File: src/hdl/esl_pkg.sv
package esl_pkg;
	localparam logic [7:0] ESL_ERR_STATUS_OFS = 8'hc8;
	localparam int ESL_W = 16;
	localparam logic [15:0] ESL_RESET_VAL = 16'h0000;
	localparam int ESL_BIT_GFX = 12;
	localparam int ESL_BIT_THERM = 11;
	localparam int ESL_BIT_LOCK = 9;
	localparam int ESL_BIT_REFR = 8;
	localparam int ESL_BIT_THROT = 7;
	// Bits that hold a flag; all others read zero
	localparam logic [15:0] ESL_IMPL_MASK = 16'h1b80;
	// Bits that may raise an upstream error message
	localparam logic [15:0] ESL_SERR_MASK = 16'h0b80;
	localparam int ESL_REFR_CW = 11;
	localparam logic [10:0] ESL_REFR_LIMIT = 11'h400;
	localparam logic [10:0] ESL_REFR_ZERO = 11'h000;
	localparam logic [10:0] ESL_REFR_ONE = 11'h001;
endpackage

File: src/hdl/esl_flag_cell.sv
`timescale 1ns/1ps
// One sticky flag, write one to clear, set wins over clear
module esl_flag_cell
	import esl_pkg::*;
(
	input wire logic core_clk_i,
	input wire logic rst_i,
	input wire logic set_i,
	input wire logic clr_i,
	output logic flag_o
);
	logic flag_d;
	logic flag_q;

	always_comb begin
		flag_d = (flag_q & ~clr_i) | set_i;
	end

	// Only cold reset clears; warm reset never reaches here
	always_ff @(posedge core_clk_i) begin
		if (rst_i) begin
			flag_q <= 1'b0;
		end else begin
			flag_q <= flag_d;
		end
	end

	assign flag_o = flag_q;
endmodule // esl_flag_cell

File: src/hdl/esl_refresh_queue.sv
`timescale 1ns/1ps
// Counts refreshes waiting and pulses when the count reaches the limit
module esl_refresh_queue
	import esl_pkg::*;
(
	input wire logic core_clk_i,
	input wire logic rst_i,
	input wire logic enq_i,
	input wire logic deq_i,
	output logic hit_o
);
	logic [ESL_REFR_CW-1:0] cnt_d;
	logic [ESL_REFR_CW-1:0] cnt_q;

	// Saturate at the limit so the count never wraps back to zero
	always_comb begin
		cnt_d = cnt_q;
		if (enq_i && !deq_i && cnt_q != ESL_REFR_LIMIT) begin
			cnt_d = cnt_q + ESL_REFR_ONE;
		end else if (deq_i && !enq_i && cnt_q != ESL_REFR_ZERO) begin
			cnt_d = cnt_q - ESL_REFR_ONE;
		end
	end

	always_ff @(posedge core_clk_i) begin
		if (rst_i) begin
			cnt_q <= ESL_REFR_ZERO;
		end else begin
			cnt_q <= cnt_d;
		end
	end

	assign hit_o = (cnt_d == ESL_REFR_LIMIT) && (cnt_q != ESL_REFR_LIMIT);
endmodule // esl_refresh_queue

File: src/hdl/esl_logger.sv
`timescale 1ns/1ps
// Error status logger: sticky flags, upstream error requests, thermal gate
module esl_logger
	import esl_pkg::*;
(
	input wire logic core_clk_i,
	input wire logic rst_i,
	input wire logic warm_rst_i,
	// Configuration access
	input wire logic cfg_wr_i,
	input wire logic cfg_rd_i,
	input wire logic [7:0] cfg_addr_i,
	input wire logic [1:0] cfg_be_i,
	input wire logic [15:0] cfg_wdata_i,
	output logic [15:0] cfg_rdata_o,
	output logic cfg_rvalid_o,
	// Enables held in neighbouring blocks
	input wire logic [15:0] error_command_i,
	input wire logic bridge_serr_en_i,
	input wire logic smi_therm_en_i,
	input wire logic sci_therm_en_i,
	// Lock sources
	input wire logic trusted_mode_i,
	input wire logic mgmt_mode_i,
	input wire logic memory_lockdown_bit_i,
	// Event sources
	input wire logic gfx_sw_smi_i,
	input wire logic thermal_trip_i,
	input wire logic lock_nondram_i,
	input wire logic refresh_enq_i,
	input wire logic refresh_deq_i,
	input wire logic throttle_i,
	// Messages out
	output logic serr_req_o,
	input wire logic serr_ack_i,
	output logic thermal_smi_o,
	output logic thermal_sci_o
);

	////////////////////////////////////////////////////////////////////////
	// Event decode

	logic refr_hit;
	logic locked;
	logic hit;
	logic serr_therm;
	logic therm_send;
	logic [15:0] flags;
	logic [15:0] set_vec;
	logic [15:0] clr_vec;
	logic [15:0] serr_rise;

	esl_refresh_queue u_refr (
		.core_clk_i(core_clk_i),
		.rst_i(rst_i),
		.enq_i(refresh_enq_i),
		.deq_i(refresh_deq_i),
		.hit_o(refr_hit)
	);

	assign locked = trusted_mode_i | mgmt_mode_i | memory_lockdown_bit_i;
	assign hit = cfg_wr_i && (cfg_addr_i == ESL_ERR_STATUS_OFS);

	// global gate on the thermal error path
	assign serr_therm = error_command_i[ESL_BIT_THERM] & bridge_serr_en_i;
	assign therm_send = thermal_trip_i & ~flags[ESL_BIT_THERM] &
		(serr_therm | smi_therm_en_i | sci_therm_en_i);

	// Set sources; is the software side, not checked here
	always_comb begin
		set_vec = 16'h0000;
		set_vec[ESL_BIT_GFX] = gfx_sw_smi_i;
		set_vec[ESL_BIT_THERM] = therm_send;
		set_vec[ESL_BIT_LOCK] = lock_nondram_i;
		set_vec[ESL_BIT_REFR] = refr_hit;
		set_vec[ESL_BIT_THROT] = throttle_i;
	end

	always_comb begin
		clr_vec = 16'h0000;
		if (hit && !locked) begin
			clr_vec[7:0] = cfg_be_i[0] ? cfg_wdata_i[7:0] : 8'h00;
			clr_vec[15:8] = cfg_be_i[1] ? cfg_wdata_i[15:8] : 8'h00;
		end
		clr_vec = clr_vec & ESL_IMPL_MASK;
	end

	////////////////////////////////////////////////////////////////////////
	// Flag storage

	genvar gi;
	generate
		for (gi = 0; gi < ESL_W; gi++) begin : g_flag
			if (ESL_IMPL_MASK[gi]) begin : g_impl
				esl_flag_cell u_cell (
					.core_clk_i(core_clk_i),
					.rst_i(rst_i),
					.set_i(set_vec[gi]),
					.clr_i(clr_vec[gi]),
					.flag_o(flags[gi])
				);
			end else begin : g_rsv
				assign flags[gi] = 1'b0;
			end
		end
	endgenerate

	////////////////////////////////////////////////////////////////////////
	// Upstream error request

	logic serr_d;
	logic serr_q;

	assign serr_rise = set_vec & ~flags & ESL_SERR_MASK & error_command_i &
		{16{bridge_serr_en_i}};

	// Request held until the link takes it; new rises merge into it
	always_comb begin
		serr_d = serr_q;
		if (serr_ack_i) begin
			serr_d = 1'b0;
		end
		if (|serr_rise) begin
			serr_d = 1'b1;
		end
	end

	// Warm reset drops a pending message but keeps the flags
	always_ff @(posedge core_clk_i) begin
		if (rst_i || warm_rst_i) begin
			serr_q <= 1'b0;
		end else begin
			serr_q <= serr_d;
		end
	end

	assign serr_req_o = serr_q;

	////////////////////////////////////////////////////////////////////////
	// Thermal management and control interrupt pulses

	logic smi_d;
	logic smi_q;
	logic sci_d;
	logic sci_q;

	always_comb begin
		smi_d = therm_send & smi_therm_en_i;
		sci_d = therm_send & sci_therm_en_i;
	end

	always_ff @(posedge core_clk_i) begin
		if (rst_i) begin
			smi_q <= 1'b0;
			sci_q <= 1'b0;
		end else begin
			smi_q <= smi_d;
			sci_q <= sci_d;
		end
	end

	assign thermal_smi_o = smi_q;
	assign thermal_sci_o = sci_q;

	////////////////////////////////////////////////////////////////////////
	// Read path

	logic [15:0] rdata_d;
	logic [15:0] rdata_q;
	logic rvalid_d;
	logic rvalid_q;

	// Unmapped offsets read zero rather than stale data
	always_comb begin
		rvalid_d = cfg_rd_i;
		rdata_d = rdata_q;
		if (cfg_rd_i) begin
			rdata_d = (cfg_addr_i == ESL_ERR_STATUS_OFS) ?
				(flags & ESL_IMPL_MASK) : 16'h0000;
		end
	end

	always_ff @(posedge core_clk_i) begin
		if (rst_i) begin
			rdata_q <= ESL_RESET_VAL;
			rvalid_q <= 1'b0;
		end else begin
			rdata_q <= rdata_d;
			rvalid_q <= rvalid_d;
		end
	end

	assign cfg_rdata_o = rdata_q;
	assign cfg_rvalid_o = rvalid_q;
endmodule // esl_logger

File: config.mk
export PLATFORM = sky130hd
export DESIGN_NAME = esl_logger
export DESIGN_NICKNAME = d
export VERILOG_FILES = /design/src/hdl/esl_pkg.sv /design/src/hdl/esl_flag_cell.sv /design/src/hdl/esl_refresh_queue.sv /design/src/hdl/esl_logger.sv
export SDC_FILE = /design/constraint.sdc
export NUM_CORES = 1
export LEC_CHECK = 0
export BUFFER_PORTS_ARGS = -buffer_cell sky130_fd_sc_hd__buf_2
export CORE_MARGIN = 2
export CORE_UTILIZATION = 41
export DETAILED_ROUTE_END_ITERATION = 7
export MAX_ROUTING_LAYER = met4
export PLACE_DENSITY = 0.76
export SLEW_MARGIN = 15
export SYNTH_ARGS = -nofsm -noshare
export SYNTH_HDL_FRONTEND = slang
export SYNTH_SLANG_ARGS = --single-unit
File: constraint.sdc
create_clock -name core_clk_i -period 2.1 [get_ports core_clk_i]
set_clock_uncertainty 0.05 [all_clocks]
set_input_delay 0.21 -clock core_clk_i [delete_from_list [all_inputs] [get_ports core_clk_i]]
set_output_delay 0.21 -clock core_clk_i [all_outputs]
set_load 0.05 [all_outputs]
; ---- After elaboration in Yosys (flattened, before gate mapping)
; Cells that the tools add are included.
[word_totals]
word_cells = 67
output_inout_bits = 20
regBits = 36
inputBits = 60
[op_classes]
addsub = 2
n_reduce_logical = 14
muxes = 8
bitwise = 29
eq_ne = 3
[ops]
columns = operator, count
row1 = two-way mux 13 bit, 2
row2 = two-way mux 11 bit, 2
row3 = AND 12 x 16 -> 16 bit, 1
row4 = AND 16 bit, 1
row5 = OR reduction 16 bit, 1
row6 = AND 12 bit, 1
row7 = NOT 12 bit, 1
row8 = "adder 11 x 1 -> 11 bit, second input constant", 1
row9 = "equality test 11 bit, second input constant", 1
row10 = "!= test 11 bit, second input constant", 1
row11 = nonzero test 11 bit, 1
row12 = "subtractor 11 x 1 -> 11 bit, second input constant", 1
row13 = AND 1 bit, 10
row14 = OR 1 bit, 9
row15 = "equality test 8 bit, second input constant", 1
row16 = two-way mux 8 bit, 1
row17 = logical AND 1 bit, 7
row18 = NOT 1 bit, 6
row19 = two-way mux 5 bit, 1
row20 = zero test 1 bit, 3
row21 = two-way mux 1 bit, 2
row22 = nonzero test 2 bit, 1
row23 = logical OR 1 bit, 1

; ---- Depth between registers and ports, before layout
[logic_depth]
word_depth = 12
depth_mapped = 8

; ---- Modules after synthesis
; Synthesis repeated with hierarchy kept, for this count alone.
[unflattened]
hier_cells = 202
hier_area_um2 = 1686.6
[by_module_without_submodules]
columns = mod, seq_area_each_um2, cells_each, area_per_inst_um2, n_inst
row1 = esl_refresh_queue, 220.2, 115, 959.7, 1
row2 = esl_logger, 180.2, 67, 533.0, 1
row3 = esl_flag_cell, 20.0, 4, 38.8, 5

; ---- Worst setup path after synthesis
; Ideal clock, no wire load.
[synth_timing]
kind = register -> register
start = register u_refr.cnt_q[0]
end = register serr_q, in the netlist serr_req_o
stages_incl_launch_ff = 9
slack_ns = -0.040
arrival_time_ns = 2.016
t_required_ns = 1.975
path_cell_list = dfxtp_1 -> inv_1 -> ha_1 -> or4b_4 -> nor3_4 -> o41ai_2 -> a221oi_2 -> o2111ai_1 -> o22ai_1
[synth_via]
elab_chain_len = 11
[synth_lines]
columns = item, line_no
row1 = "start, declared", esl_refresh_queue.sv:13  ; logic [ESL_REFR_CW-1:0] cnt_q;
row2 = "start signal, assigned", esl_refresh_queue.sv:29  ; cnt_q <= cnt_d;
row3 = "parallel branches: the longest is 5 deep, another holds subtractor 11 x 1 -> 11 bit", --
row4 = logical AND 1 bit *, esl_refresh_queue.sv:33  ; assign hit_o = (cnt_d == ESL_REFR_LIMIT) && (cnt_q != ESL_REFR_LIMIT);
row5 = AND 12 bit *, esl_logger.sv:114  ; assign serr_rise = set_vec & ~flags & ESL_SERR_MASK & error_command_i &
row6 = AND 12 x 16 -> 16 bit *, esl_logger.sv:114
row7 = AND 16 bit *, esl_logger.sv:114
row8 = OR reduction 16 bit *, esl_logger.sv:123  ; if (|serr_rise) begin
row9 = two-way mux 1 bit or nonzero test 2 bit (tied branches), --
row10 = "end signal, assigned", esl_logger.sv:133  ; serr_q <= serr_d;
row11 = "end, declared", esl_logger.sv:112  ; logic serr_q;
; Every way passes the cells marked *.
; A chain may end at the register's enable or synchronous reset.

; ---- Final worst setup path
[layout_timing]
start = register u_refr.cnt_q[0]
end = register g_flag[8].g_impl.u_cell.flag_q
[layout_via]
elab_chain_len = 7
[layout_lines]
columns = item, line_no
row1 = "parallel branches: the longest is 5 deep, another holds subtractor 11 x 1 -> 11 bit", --
row2 = logical AND 1 bit *, esl_refresh_queue.sv:33
row3 = OR 1 bit *, esl_flag_cell.sv:16  ; flag_d = (flag_q & ~clr_i) | set_i;
row4 = "end signal, assigned", esl_flag_cell.sv:24  ; flag_q <= flag_d;
row5 = "end, declared", esl_flag_cell.sv:13  ; logic flag_q;
; Marked as above.

==> impl_metrics.tcl <==
set metrics [dict create \
    outcome "finished with violations" \
    violations "setup timing" \
    postLayoutSetupSlackWorst_ps -131 \
    switching_share_pct 42.2 \
    worstSetupStartpointType "register" \
    synth_area_leaders "dfxtp_1 31%, buf_4 5.1%, a21oi_1 4.6%" \
    ctsHoldBuffers 0 \
    layout-area-overhead-vs-synth_pct 29.5 \
    synth_top_cells_by_count "25 x dfxtp_1, 20 x nor2_1, 15 x a21oi_1" \
    r2r-end "g_flag[8].g_impl.u_cell.flag_o" \
    power_switching_mw 1.14 \
    drive_gt1_share_pct 35.5 \
    coreArea_sq_um 3720 \
    wl_per_cell_um 13.0 \
    h-tree-depth 1 \
    die_y_um 66.8 \
    grt_util_all_layers_pct 19.7 \
    grt-ovfl-total 0 \
    gp_routability_congestion 0.866 \
    end_kind "register" \
    met2_wirelength_mm 1.98 \
    hold_end "g_flag[7].g_impl.u_cell.flag_o" \
    hp-start "throttle_i" \
    vias 1658 \
    cts-root-buf "clkbuf_8" \
    netlist_area_sq_um 1620 \
    top_layer "met4" \
    routed-wl-met3_um 249 \
    io_buffers 45 \
    ff2ff_setup_slack_ps -130 \
    worst_r2r_path_depth 8 \
    hold_path_depth 3 \
    synth_top_cell_by_area "dfxtp_1" \
    ant_nets 0 \
    finalCritPeriodShare_pct 106 \
    internal_power_mw 1.56 \
    hold_viol_final 0 \
    io_pins 80 \
    cts_buffers 3 \
    die-area_sq_um 4460 \
    synth_ff_type "dfxtp_1" \
    cts.sink_count 25 \
    max_freq_mhz 448 \
    post-dp-hpwl_mm 3.14 \
    cap_viol_max_count 0 \
    firstDrtPassIters 4 \
    chipWidth_um 66.8 \
    antenna_cells 0 \
    grt_pass1_vias 1534 \
    finalSetupTns_ps -251 \
    finalSetupViolCount 2 \
    rsz0062_at_grt "true" \
    cts_tree "yes" \
    async_flop_share_pct 0 \
    avgSynthCellArea_sq_um 8.16 \
    pwr-share-comb_pct 65.5 \
    whs_ps 119 \
    fin_nets 328 \
    antenna_found_initial 0 \
    period_minus_slack_ps 2230 \
    synth_cells 198 \
    synth_cell_type_count 53 \
    min_path_type "primary input to register" \
    yosysWarnings 0 \
    cp_max_fo 4 \
    initial_utilization_pct 43.5 \
    fin_util_pct 56.3 \
    totalWireLength_mm 4.05 \
    grt_start_max_net_pins 16 \
    drt_iter0_markers 35 \
    wirelength_met1_mm 1.79 \
    num_rows 22 \
    synth_top_cell_area_share_pct 31.0 \
    vdd_drop_max_uv 652 \
    reg2reg_from "u_refr.cnt_q[0]" \
    vias_per_cell 5.30 \
    post-synth-top-count-cell "dfxtp_1" \
    clock_path_buffers 2 \
    critPathArrivalTime_ps 2380 \
    p_leak_nw 0.918 \
    grt_pass1_wl_mm 6.66 \
    clkTransAtPathRegs_ps 90 \
    ys_seq_area_share_pct 31.0 \
    drv_slew 0 \
    drc_errors 0 \
    synth_edf_count 0 \
    power.share.clock_pct 10.8 \
    sequentialPowerShare_pct 23.7 \
    worstSkewPairLatency_ps 270 \
    critPathKind "register to register" \
    p_per_area_nw_per_um2 1290 \
    cp.required_ps 2250 \
    ys_ff_latch 25 \
]
-- sequential cells by signal (all words and copies together), names as in the netlist --
register,count
thermal_sci_o,1
u_refr.cnt_q,11
cfg_rdata_o,5
serr_req_o,1
g_flag.g_impl.u_cell.flag_o,5
thermal_smi_o,1
cfg_rvalid_o,1
-- layout make-up --
class | instances | area, sq um
fillers | 341 | 1620
clock buffers | 3 | 41.3
repair buffers | 71 | 424
clock inverters | 1 | 5.00
inverters | 10 | 37.5
well taps | 48 | 60.1
multi-input cells | 155 | 1020
flip-flops and latches | 25 | 502
-- through the flow --
stage                     power, mW  std cells  instance area, sq um  worst slack, ps
after floorplan                1.73        208                  1660             5.28
after global placement         2.22        307                  2000             -120
after detailed placement       2.24        307                  2000             -153
after CTS                      2.63        312                  2080             -127
after global routing           2.88        313                  2090             -221
final                          2.70        313                  2090             -131
-- critical path, stage by stage, from the launching register on --
cell and delay, ps:
dfxtp_2 340, inv_2 70, ha_4 130, or4b_4 500, nor3_4 230, o41ai_2 110, a221oi_2 360, o2111ai_2 210
o22ai_1 150
-- placed cells by master (no fill, tap or decap), drive strengths merged, types with 3 or more instances in the layout --
cell type,instances
buf,71
dfxtp,25
nor2,20
a21oi,15
nand3,14
conb,11
nand2,10
inv,10
o21ai,10
nor3,8
nand2b,7
nand4,5
nand4b,4
or3,4
and3,4
nor2b,3
a221oi,3
clkbuf,3
-- power by group through the flow --
stage	Combinational, mW	Clock, mW	Sequential (mW)
floorplan	1.07	0	0.664
global placement	1.58	0	0.638
detailed placement	1.60	0	0.642
CTS	1.69	0.297	0.636
global route	1.92	0.315	0.647
finish	1.77	0.292	0.639
-- per-layer routing --
metal | global-route usage, % | up-vias
li1 | - | 838
met1 | 25.0 | 754
met2 | 33.8 | 62
met3 | 2.70 | 4
met4 | 3.83 | 0
met5 | - | -
-- timing repair --
action / 4_1_cts / 5_1_grt
pin swaps: 1 / 7
resized for setup: 5 / 2
setup endpoints to repair: 2 / 4
hold endpoints to repair: 0 / 0
buffers inserted: 1 / 2
-- how the worst max path moves through the flow --
stage                                from                             end  slack [ps]  cells after the start
after global placement    u_refr.cnt_q[0]                      serr_req_o        -120                      8
after detailed placement  u_refr.cnt_q[0]                      serr_req_o        -150                      8
after floorplan           u_refr.cnt_q[0]                      serr_req_o           5                      8
final                     u_refr.cnt_q[0]  g_flag[8].g_impl.u_cell.flag_o        -130                      8
after CTS                 u_refr.cnt_q[0]                      serr_req_o        -130                      8
after global routing      u_refr.cnt_q[0]                      serr_req_o        -220                      8
-- cell families after synthesis --
group                    synth area share (%)
adder cells (fa/ha/maj)                  1.55
other                                   0.232
multiplexers                             1.24
AO/OA/AOI/OAI                            18.9
AND/OR/NAND/NOR                          35.2
buffers and inverters                    9.75
XOR/XNOR                                 2.17
flip-flops                               31.0
(Power assumes the default switching activity.)
